==> src/pkg/lsb_pkg.sv <==
// constants and types shared by the logic, shift and branch execution unit
package lsb_pkg;

	// ----------------------------------------
	// operation codes from the decoder
	// ----------------------------------------
	typedef enum logic [4:0] {
		OP_NOP, OP_AND, OP_OR, OP_XOR, OP_NOT, OP_TEST,
		OP_ROTATE_LEFT_THRU_CARRY, OP_ROTATE_RIGHT_THRU_CARRY, OP_ROT, OP_SHA, OP_SHL, OP_SHA32, OP_SHL32,
		OP_ADD_BNZ, OP_SUB_BNZ, OP_JCOND, OP_JMP, OP_CALL_SPECIAL
	} op_type;

	// ----------------------------------------
	// branch conditions
	// ----------------------------------------
	typedef enum logic [3:0] {
		COND_GEU_C, COND_LTU_NC, COND_EQ_Z, COND_NE_NZ, COND_GTU, COND_LEU,
		COND_PZ, COND_N, COND_GE, COND_LT, COND_LE, COND_GT, COND_O, COND_NO
	} cond_type;

	// ----------------------------------------
	// flag bit positions in the flag vector
	// ----------------------------------------
	localparam int FLAG_C_POS = 0;
	localparam int FLAG_Z_POS = 1;
	localparam int FLAG_S_POS = 2;
	localparam int FLAG_O_POS = 3;

	// ----------------------------------------
	// immediate count limits, widths and fixed addresses
	// ----------------------------------------
	localparam logic signed [4:0] IMM_COUNT_MIN = -5'sd8;
	localparam logic signed [4:0] IMM_COUNT_MAX = 5'sd8;
	localparam int                WORD_W        = 16;
	localparam int                PC_W          = 20;
	localparam logic [PC_W-1:0]   PC_RESET      = 20'h00000;
	localparam logic [PC_W-1:0]   SPECIAL_PAGE  = 20'hf0000;

endpackage : lsb_pkg

==> src/core/logic_shift_branch_unit.sv <==
// logic, rotate/shift and jump execution datapath for a 16-bit core
//
// The implementer's own choice: the placing of the registers.
`timescale 1ns/1ps

// Behaviour
// RULE1 - rotate left through carry: carry into bit 0, msb into carry
// RULE2 - rotate right through carry: carry into msb, bit 0 into carry
// RULE3 - multi-bit rotate by source count, byte or word width
// RULE4 - arithmetic shift: sign fill right, zero fill left, count from source
// RULE5 - logical shift: zero fill both directions, count from source
// RULE6 - immediate count within -8..+8; zero count is invalid
// RULE7 - 32-bit shifts use low pair or high pair register
// RULE8 - add-and-branch writes sum, branches when sum nonzero
// RULE9 - subtract-and-branch writes difference, branches when nonzero
// RULE10 - carry set branch on C=1, carry clear on C=0
// RULE11 - equal branch on Z=1, not-equal on Z=0
// RULE12 - positive-or-zero on S=0, negative on S=1
// RULE13 - signed less-than on S^O=1, greater-or-equal on 0
// RULE14 - overflow branch on O=1, no-overflow on O=0
// RULE15 - unsigned higher on C & ~Z, lower-or-same otherwise
// RULE16 - unconditional jump always loads the target
// RULE17 - special page call saves return address, jumps via vector
// RULE18 - signed less-or-equal on (S^O)|Z=1, greater-than on 0
// RULE19 - AND, OR, XOR, NOT byte or word; test writes nothing
// RULE20 - logic ops update S,Z; shifts S,Z,C; arithmetic shift also O
// RULE21 - register count is signed high byte of second data register
module logic_shift_branch_unit
	import lsb_pkg::*;
(
	// clock and reset
	input  wire logic             clk_i,
	input  wire logic             reset_n_i,
	// decoded instruction
	input  wire logic             start_i,
	input  op_type                op_i,
	input  cond_type              cond_i,
	input  wire logic             word_i,
	input  wire logic             count_imm_i,
	input  wire logic signed [4:0] imm_count_i,
	input  wire logic             pair_high_i,
	// operands from register file and flags
	input  wire logic [15:0]      src_i,
	input  wire logic [15:0]      dst_i,
	input  wire logic [15:0]      count_reg_i,
	input  wire logic [31:0]      low_pair_i,
	input  wire logic [31:0]      high_pair_i,
	input  wire logic [3:0]       flags_i,
	input  wire logic [PC_W-1:0]  next_pc_i,
	input  wire logic [PC_W-1:0]  target_i,
	input  wire logic [PC_W-1:0]  special_vector_i,
	// results
	output logic                  done_o,
	output logic                  invalid_o,
	output logic [31:0]           result_o,
	output logic                  write_dst_o,
	output logic                  write_pair_o,
	output logic                  pair_high_o,
	output logic [3:0]            flags_o,
	output logic [3:0]            flags_we_o,
	output logic                  pc_load_o,
	output logic [PC_W-1:0]       pc_o,
	output logic                  push_ret_o,
	output logic [PC_W-1:0]       ret_addr_o
);

	// ----------------------------------------
	// state
	// ----------------------------------------
	typedef struct packed {
		logic            done;
		logic            invalid;
		logic [31:0]     result;
		logic            write_dst;
		logic            write_pair;
		logic            pair_high;
		logic [3:0]      flags;
		logic [3:0]      flags_we;
		logic            pc_load;
		logic [PC_W-1:0] pc;
		logic            push_ret;
		logic [PC_W-1:0] ret_addr;
	} state_type;

	state_type s_q;
	state_type s_d;

	logic c_in;
	logic z_in;
	logic s_in;
	logic o_in;
	assign c_in = flags_i[FLAG_C_POS];
	assign z_in = flags_i[FLAG_Z_POS];
	assign s_in = flags_i[FLAG_S_POS];
	assign o_in = flags_i[FLAG_O_POS];

	// ----------------------------------------
	// condition evaluation
	// ----------------------------------------
	function automatic logic cond_true(input cond_type c, input logic cf, input logic zf,
		input logic sf, input logic of);
		logic t;
		t = 1'b0;
		case (c)
			COND_GEU_C:  t = cf;                  // RULE10
			COND_LTU_NC: t = ~cf;                 // RULE10
			COND_EQ_Z:   t = zf;                  // RULE11
			COND_NE_NZ:  t = ~zf;                 // RULE11
			COND_GTU:    t = cf & ~zf;            // RULE15
			COND_LEU:    t = ~(cf & ~zf);         // RULE15
			COND_PZ:     t = ~sf;                 // RULE12
			COND_N:      t = sf;                  // RULE12
			COND_LT:     t = sf ^ of;             // RULE13
			COND_GE:     t = ~(sf ^ of);          // RULE13
			COND_LE:     t = (sf ^ of) | zf;      // RULE18
			COND_GT:     t = ~((sf ^ of) | zf);   // RULE18
			COND_O:      t = of;                  // RULE14
			COND_NO:     t = ~of;                 // RULE14
			default:     t = 1'b0;
		endcase
		return t;
	endfunction : cond_true

	// ----------------------------------------
	// datapath
	// ----------------------------------------
	always_comb begin
		logic signed [7:0] cnt;
		logic [4:0]        mag;
		logic              left;
		logic [31:0]       val;
		logic [31:0]       res;
		logic [15:0]       sum;
		logic              cy;
		logic              msb;
		int                w;
		s_d            = '0;
		cnt            = '0;
		mag            = '0;
		left           = 1'b0;
		val            = '0;
		res            = '0;
		sum            = '0;
		cy             = c_in;
		msb            = 1'b0;
		w              = word_i ? 16 : 8;
		s_d.pair_high  = pair_high_i;
		if (start_i) begin
			s_d.done = 1'b1;
			// count: signed immediate or signed high byte of the count register
			if (count_imm_i) begin
				cnt = 8'(imm_count_i);
				if (imm_count_i == 5'sd0 || imm_count_i < IMM_COUNT_MIN ||
					imm_count_i > IMM_COUNT_MAX) begin
					s_d.invalid = (op_i == OP_ROT || op_i == OP_SHA || op_i == OP_SHL ||
						op_i == OP_SHA32 || op_i == OP_SHL32); // RULE6
				end
			end else begin
				cnt = signed'(count_reg_i[15:8]); // RULE21
			end
			left = ~cnt[7];
			// compare before negating: -128 has no positive twin in eight bits
			mag  = cnt[7] ? ((cnt < -8'sh1f) ? 5'h1f : 5'(-cnt)) :
				((cnt > 8'sh1f) ? 5'h1f : 5'(cnt));
			val  = word_i ? {16'h0000, dst_i} : {24'h000000, dst_i[7:0]};
			msb  = word_i ? dst_i[15] : dst_i[7];
			case (op_i)
				OP_AND, OP_OR, OP_XOR, OP_NOT, OP_TEST: begin
					case (op_i)
						OP_OR:   res = {16'h0000, src_i | dst_i};
						OP_XOR:  res = {16'h0000, src_i ^ dst_i};
						OP_NOT:  res = {16'h0000, ~dst_i};
						default: res = {16'h0000, src_i & dst_i};
					endcase // RULE19
					if (!word_i) res = {24'h000000, res[7:0]};
					s_d.write_dst = (op_i != OP_TEST); // RULE19
					s_d.flags_we  = 4'b0110; // RULE20
				end
				OP_ROTATE_LEFT_THRU_CARRY: begin
					res = word_i ? {16'h0000, dst_i[14:0], c_in} :
						{24'h000000, dst_i[6:0], c_in}; // RULE1
					cy  = msb; // RULE1
					s_d.write_dst = 1'b1;
					s_d.flags_we  = 4'b0111; // RULE20
				end
				OP_ROTATE_RIGHT_THRU_CARRY: begin
					res = word_i ? {16'h0000, c_in, dst_i[15:1]} :
						{24'h000000, c_in, dst_i[7:1]}; // RULE2
					cy  = dst_i[0]; // RULE2
					s_d.write_dst = 1'b1;
					s_d.flags_we  = 4'b0111; // RULE20
				end
				OP_ROT: begin
					res = val;
					for (int i = 0; i < 16; i++) begin
						if (i < int'(mag) % w) begin
							if (left) begin
								cy  = word_i ? res[15] : res[7];
								res = word_i ? {16'h0000, res[14:0], res[15]} :
									{24'h000000, res[6:0], res[7]}; // RULE3
							end else begin
								cy  = res[0];
								res = word_i ? {16'h0000, res[0], res[15:1]} :
									{24'h000000, res[0], res[7:1]}; // RULE3
							end
						end
					end
					s_d.write_dst = 1'b1;
					s_d.flags_we  = 4'b0111; // RULE20
				end
				OP_SHA, OP_SHL, OP_SHA32, OP_SHL32: begin
					if (op_i == OP_SHA32 || op_i == OP_SHL32) begin
						val = pair_high_i ? high_pair_i : low_pair_i; // RULE7
						w   = 32;
						msb = val[31];
						s_d.write_pair = 1'b1; // RULE7
					end else begin
						s_d.write_dst = 1'b1;
					end
					res = val;
					for (int i = 0; i < 31; i++) begin
						if (i < int'(mag)) begin
							if (left) begin
								cy  = res[w-1];
								res = res << 1; // RULE4 RULE5
							end else begin
								cy  = res[0];
								res = {1'b0, res[31:1]};
								if (op_i == OP_SHA || op_i == OP_SHA32)
									res[w-1] = msb; // RULE4
							end
						end
					end
					if (w == 8) res = {24'h000000, res[7:0]};
					if (w == 16) res = {16'h0000, res[15:0]};
					// overflow when a left arithmetic shift changed the sign
					if (op_i == OP_SHA || op_i == OP_SHA32) begin
						s_d.flags[FLAG_O_POS] = left && (res[w-1] != msb);
						s_d.flags_we = 4'b1111; // RULE20
					end else begin
						s_d.flags_we = 4'b0111; // RULE20
					end
				end
				OP_ADD_BNZ, OP_SUB_BNZ: begin
					sum = (op_i == OP_ADD_BNZ) ? 16'(dst_i + src_i) :
						16'(dst_i - src_i); // RULE8 RULE9
					res = word_i ? {16'h0000, sum} : {24'h000000, sum[7:0]};
					s_d.write_dst = 1'b1; // RULE8 RULE9
					s_d.pc_load   = (res != 32'h00000000); // RULE8 RULE9
					s_d.pc        = target_i;
				end
				OP_JCOND: begin
					s_d.pc_load = cond_true(cond_i, c_in, z_in, s_in, o_in);
					s_d.pc      = s_d.pc_load ? target_i : next_pc_i;
				end
				OP_JMP: begin
					s_d.pc_load = 1'b1; // RULE16
					s_d.pc      = target_i; // RULE16
				end
				OP_CALL_SPECIAL: begin
					s_d.push_ret = 1'b1; // RULE17
					s_d.ret_addr = next_pc_i; // RULE17
					s_d.pc_load  = 1'b1;
					s_d.pc       = SPECIAL_PAGE | special_vector_i; // RULE17
				end
				default: s_d.done = 1'b1;
			endcase
			if (s_d.invalid) begin
				s_d.write_dst  = 1'b0;
				s_d.write_pair = 1'b0;
				s_d.flags_we   = 4'b0000;
				res            = val;
			end
			s_d.result = res;
			s_d.flags[FLAG_C_POS] = cy;
			// res is already zero above the operand width, so test the whole word
			s_d.flags[FLAG_Z_POS] = (res == 32'h00000000);
			s_d.flags[FLAG_S_POS] = res[w-1];
		end
	end

	always_ff @(posedge clk_i) begin
		if (!reset_n_i) begin
			s_q    <= '0;
			s_q.pc <= PC_RESET;
		end else begin
			s_q <= s_d;
		end
	end

	// ----------------------------------------
	// outputs
	// ----------------------------------------
	assign done_o       = s_q.done;
	assign invalid_o    = s_q.invalid;
	assign result_o     = s_q.result;
	assign write_dst_o  = s_q.write_dst;
	assign write_pair_o = s_q.write_pair;
	assign pair_high_o  = s_q.pair_high;
	assign flags_o      = s_q.flags;
	assign flags_we_o   = s_q.flags_we;
	assign pc_load_o    = s_q.pc_load;
	assign pc_o         = s_q.pc;
	assign push_ret_o   = s_q.push_ret;
	assign ret_addr_o   = s_q.ret_addr;

endmodule : logic_shift_branch_unit

==> config.mk <==
export PLATFORM = sky130hd
export DESIGN_NAME = logic_shift_branch_unit
export DESIGN_NICKNAME = d
export VERILOG_FILES = /design/src/pkg/lsb_pkg.sv /design/src/core/logic_shift_branch_unit.sv
export SDC_FILE = /design/constraint.sdc
export NUM_CORES = 2
export LEC_CHECK = 0
export CORE_UTILIZATION = 35
export DETAILED_ROUTE_END_ITERATION = 8
export DONT_BUFFER_PORTS = 1
export PLACE_DENSITY_LB_ADDON = 0.12
export SLEW_MARGIN = 20
export SYNTH_ARGS = -nofsm -noshare
export SYNTH_HDL_FRONTEND = slang
export SYNTH_SLANG_ARGS = --single-unit
==> constraint.sdc <==
create_clock -name clk_i -period 137 [get_ports clk_i]
set_input_delay 6.85 -clock clk_i [delete_from_list [all_inputs] [get_ports clk_i]]
set_output_delay 6.85 -clock clk_i [all_outputs]
set_load 0.01 [all_outputs]
# Word level (Yosys, flattened, before mapping)
# Cells that the tools add are included.
classes:
  add_sub_neg: 5
  n_div: 1
  magnitude_cmp: 54
  n_eq_ne: 34
  mux: 519
  n_bitwise: 18
  reduce_logical: 24
op_table:
  columns: ["op", "count"]
  rows:
  - ["32-bit 2-to-1 mux", 192]
  - ["32-bit bitwise mux", 31]
  - ["16-bit 2-to-1 mux", 54]
  - ["5-bit by 32-bit < comparator with 1-bit output, first input constant", 8]
  - ["32-bit one-hot mux with 6 select lines", 1]
  - ["1-bit 2-to-1 mux", 189]
  - ["1-bit binary-select mux with 5-bit select", 33]
  - ["4-bit by 32-bit < comparator with 1-bit output, first input constant", 4]
  - ["21-bit one-hot mux with 4 select lines", 1]
  - ["5-bit < comparator, first input constant", 15]
  - ["3-bit by 32-bit < comparator with 1-bit output, first input constant", 2]
  - ["32-bit by 7-bit < comparator with 1-bit output, second input constant", 2]
  - ["32-bit by 2-bit subtractor with 32-bit output, second input constant", 2]
  - ["16-bit one-hot mux with 3 select lines", 1]
  - ["5-bit by 4-bit == test with 1-bit output, second input constant", 8]
  - ["4-bit by 5-bit < comparator with 1-bit output, first input constant", 8]
  - ["36-bit 2-to-1 mux", 1]
  - ["32-bit by 5-bit == test with 1-bit output, second input constant", 1]
  - ["32-bit by 6-bit == test with 1-bit output, second input constant", 1]
  - ["32-bit by 1-bit >= comparator with 1-bit output, second input constant", 1]
  - ["32-bit zero test", 1]
  - ["1-bit by 32-bit < comparator with 1-bit output, first input constant", 1]
  - ["2-bit by 32-bit < comparator with 1-bit output, first input constant", 1]
  - ["6-bit by 32-bit modulo with 32-bit output", 1]
  - ["52 further kinds", 96]
word_totals:
  regBits: 87
  in_bits: 196
  output_inout_bits: 87
  wordCells: 668

# Depth between registers and ports, before layout
logic_depth:
  ltp_word: 204
  ltp_mapped: 260
  ltp_nobuf: 222

# Worst setup path before layout
# Ideal clock, no wire load.
synth_timing:
  kind: "input port to flip-flop"
  startpoint: "input port word_i"
  endpoint: "register s_q (netlist bit flags_o[2])"
  setup_time_ns: 0.115
  arrival_time_ns: 59.026
  required_ns: 136.885
  setup_slack_ns: 77.859
  stages: 241
  path_buffers: 33
  cell_sequence: "clkbuf_1 -> inv_1 -> clkbuf_1 -> clkbuf_1 -> buf_1 -> clkbuf_1 -> clkbuf_1 -> ha_1 -> o21ai_1 -> nand2b_1 -> nor3_1 -> nor2_1 -> ha_1 -> o21a_1 -> or2_2 -> a211oi_1 -> nor2_1 -> ha_1 -> (+205 left out) -> nor2_1 -> o31ai_1 -> nand3_1 -> o221ai_1 -> nand2_1 -> a2111oi_4 -> nor2_1 -> a21oi_2 -> a211oi_1 -> a311oi_4 -> o311ai_1 -> a32o_1 -> o21bai_1 -> mux2_2 -> o311a_1 -> a311oi_2 -> a21oi_1 -> o21a_1"
synth_between:
  elab_chain_cells: 203
  word_cells_on_any_way: 311
  classes_between: "add/sub: 2; div: 1; order compare: 18; eq/ne: 2; mux: 287; reduce/logical: 1"
synth_lines:
  columns: ["item", "line_no", "rtl"]
  rows:
  - ["start: declaration", "logic_shift_branch_unit.sv:38", "input wire logic word_i,"]
  - ["parallel branches: the longest is 200 deep, another holds 6-bit by 32-bit modulo with 32-bit output", null, null]
  - ["1-bit binary-select mux with 5-bit select (*)", "logic_shift_branch_unit.sv:278", "s_d.flags[FLAG_S_POS] = res[w-1];"]
  - ["1-bit 2-to-1 mux (not written as such) (*) (2 in series)", "logic_shift_branch_unit.sv:278", null]
  - ["end: declaration", "logic_shift_branch_unit.sv:85", "state_type s_q;"]
# Every way passes the cells marked *. The select of a mux whose other input is x is not followed.
# A chain may end at the register's enable or synchronous reset.

# Final worst setup path
layout_timing:
  startpoint: "input port word_i"
  endpoint: "register s_q (netlist bit flags_o[0])"
layout_between:
  elab_chain_cells: 195
  word_cells_on_any_way: 487
  classes_between: "add/sub: 1; div: 1; order compare: 18; mux: 466; reduce/logical: 1"
layout_lines:
  columns: ["item", "line_no", "rtl"]
  rows:
  - ["parallel branches: the longest is 194 deep, another holds 6-bit by 32-bit modulo with 32-bit output", null, null]
  - ["1-bit one-hot mux with 4 select lines (*)", "logic_shift_branch_unit.sv:167", "case (op_i)"]
# Marks and branches as above.

==> summary.md <==
| Metric | Value |
|---|---|
| Slowest CP cell | and2_1 |
| Min Tclk post-route | 72,280 ps |
| Initial antenna violation count | 17 |
| Routed vias | approximately 65,000 |
| Finished Layout Cells | just over 9,000 |
| Xor/xnor cell area share of the yosys netlist | approximately 1.9% |
| CTS root buf | clkbuf_16 |
| Synth warnings | 0 |
| Die Width | about 370 µm |
| TritonCTS clock tree | done |
| CP max stage delay | around 850 ps |
| Critical path class | in -> reg |
| Most frequent CP cell | nor2_1 |
| Post-synthesis cell type count | roughly 150 |
| Crit path capture | flags_o[0]$_SDFF_PN0_ |
| Main combinational cell family by area after synthesis | compound AO/OA/AOI/OAI gates |
| Fin. max-slew vios | 0 |
| Adder-cell share of the synthesized area | about 2.8% |
| Core Region | 136,000 µm² |
| First-pass GRT wire length | approximately 370 mm |
| Critical path startpoint category | primary input |
| Max Fclk | about 0.014 GHz |
| DR DRC count | 0 |
| Ys async rst share | 0% |
| Nets | around 7,900 |
| Status | finished clean |
| H-Tree Depth | 3 |
| DR iter-0 viols | about 8,900 |
| Setup crit start | word_i |
| Die area | approximately 140,000 µm² |
| Share of cells above drive strength 1 | 7.26% |
| Clock slew at reported path FFs | 60 ps |
| Synthesis-to-layout area growth | 3.67% |
| EDFF count, synth | 0 |
| Syn Std Cell Area | a little under 50,000 µm² |
| Avg Cell Area, Syn | just over 6 µm² |
| Post-DR vias/cell | roughly 7 |
| Cell row count | ~140 |
| CTS sink cnt | 86 |
| Slew margin rel. | 12.9% |
| FF+latch count, synth | 86 |
| Setup violators final | 0 |
| Routed WL per cell | between 20 and 30 µm |
| Postcts setup bufs | 0 |
| Yosys top cell by area | a21oi_1 |
| # port buffers | 0 |
| DIE HEIGHT | 373 µm |
| Post-route setup TNS | 0 ps |
| Synth Area in Simple Gates | between 30% and 40% |
| Post-synthesis compound-gate area fraction | 49.0% |
| Sequential fraction of the synthesis area | ~3.6% |
| Worst Path Max Fanout | roughly 120 |
| Most frequent cells after synthesis | 987 x nand2_1, 982 x nor2_1, 752 x a21oi_1 |
| DR pass1 iterations | 9 |
| CP required | roughly 140,000 ps |
| Synth Flop Type | dfxtp_1 |
| Placed insts | between 9,000 and 10,000 |
| Largest net degree at the start of global routing | 162 |
| CTS buffer count | 9 |
| Vias in the first global route | around 58,000 |
| Initial Utilization | about 35% |
| Dominant cells by area after synthesis | a21oi_1 7.8%, nand2_1 7.7%, nor2_1 7.7% |
| Max clock buf depth | 2 |
| Worst IR Drop VDD | between 0.00001 and 0.000015 V |
| # resized after CTS | 0 |
| Hold_sp | next_pc_i[4] |
| RSZ-0062 raised after global routing | false |
| Least-Margin Pin Slew | approximately 1300 ps |
| Share of the synthesized area in the top cell type | under 10% |
| Hold Buf Count CTS | 0 |
| GRT Total Usage | 33.7% |
| Total of max-cap violations | 0 |
| Mux cell area share after synthesis | under 10% |
| Gr ovfl total | 0 |
| Synth Instances | roughly 7,900 |
| HPWL after DPL | roughly 190 mm |
| Final ANT Viol Nets | 0 |
| Worst min-delay path class | in -> reg |
| Final Hold Fails | 0 |
| Final GP Congestion | about 1 |
| Most frequent cell after synthesis | nand2_1 |
| Crit share post-route | ~53% |
| Leak | about 18 nW |
| Critical Path End Type | flop |
| Crit path DAT | roughly 72,000 ps |
| Overall routed net length | 248 mm |
| Pwr/cell area | between 15 and 20 nW/µm² |
| Boundary Pins | around 280 |
[critical path, delay by kind of cell]
kind            cells  cell delay, ps
simple gates       89           27360
compound gates     88           27110
fa+ha+maj          23            7980
buf+inv            15            2720
[layer usage]
layer	part of all wire [%]	GRT usage, %	vias to the layer above	wire length, µm
met4	5.1	15.7	14	12800
li1	-	-	29800	-
met3	11	6.21	623	26800
met2	43	51.6	4089	106000
met5	0.040	0	-	99
met1	41	45.3	30900	103000
[worst min path at each step]
| stage | slack (ps) | cells after the start | endpoint |
|---|---|---|---|
| 2_1_floorplan | 6970 | 1 | ret_addr_o[0]$_SDFF_PN0_ |
| 3_3_place_gp | 6970 | 1 | ret_addr_o[18]$_SDFF_PN0_ |
| 3_5_place_dp | 6970 | 1 | ret_addr_o[4]$_SDFF_PN0_ |
| 4_1_cts | 6610 | 1 | ret_addr_o[4]$_SDFF_PN0_ |
| 5_1_grt | 6620 | 1 | ret_addr_o[3]$_SDFF_PN0_ |
| 6_report | 6610 | 1 | ret_addr_o[4]$_SDFF_PN0_ |
[power by group]
part | switching [mW] | total [mW] | internal (mW) | leakage, nW
Sequential | 0.000329 | 0.0257 | 0.0253 | 0.694
Combinational | 0.587 | 0.871 | 0.284 | 16.8
Clock | 0.00973 | 0.0258 | 0.0160 | 0.162
Total | 0.597 | 0.923 | 0.326 | 17.6
[placed cells by master (no fill, tap or decap), types with 87 or more instances in the layout]
master,n
buf_4,182
ha_1,107
o21ai_1,121
mux2i_1,135
o21a_1,108
inv_1,88
nor2_1,971
o21ai_0,673
nor3_1,271
nand3_1,245
o31ai_1,97
and2_1,129
o211ai_1,202
a211oi_1,201
a21oi_1,745
a221oi_1,87
nand2_1,987
o22ai_1,138
a21o_1,101
a31oi_1,142
[metrics by stage]
step | worst slack (ps) | power, mW | util, % | area, µm² | hold WS [ps]
5_1_grt | 60890 | 0.990 | 36.7 | 49800 | 6620
6_report | 64720 | 0.923 | 36.7 | 49800 | 6610
3_5_place_dp | 66500 | 0.861 | 36.4 | 49500 | 6970
3_3_place_gp | 66390 | 0.861 | 36.4 | 49500 | 6970
2_1_floorplan | 77860 | 0.640 | - | 48200 | 6970
4_1_cts | 66640 | 0.892 | 36.7 | 49800 | 6610
[layout make-up]
class	count	area, µm²
Fill cell	15100	86000
Multi-Input combinational cell	7179	43800
Tap cell	1781	2230
Sequential cell	86	1720
Timing Repair Buffer	185	1430
Inverter	95	359
Clock buffer	13	280
Clock inverter	3	40.0
Antenna cell	7	17.5
[registers in the layout (all words and copies together) (netlist names), 3 cells and up]
signal	flops
flags_o	4
flags_we_o	3
pc_o	20
result_o	32
ret_addr_o	20
[cell families (layout without fill, tap and decap cells)]
family          Yosys count  after routing
compound gates         3470           3470
xor+xnor                100            100
fa+ha+maj               109            109
buf+inv                 674            296
flops                    86             86
mux                     193            193
other cells               1             34
simple gates           3280           3280
(Power assumes the default switching activity.)
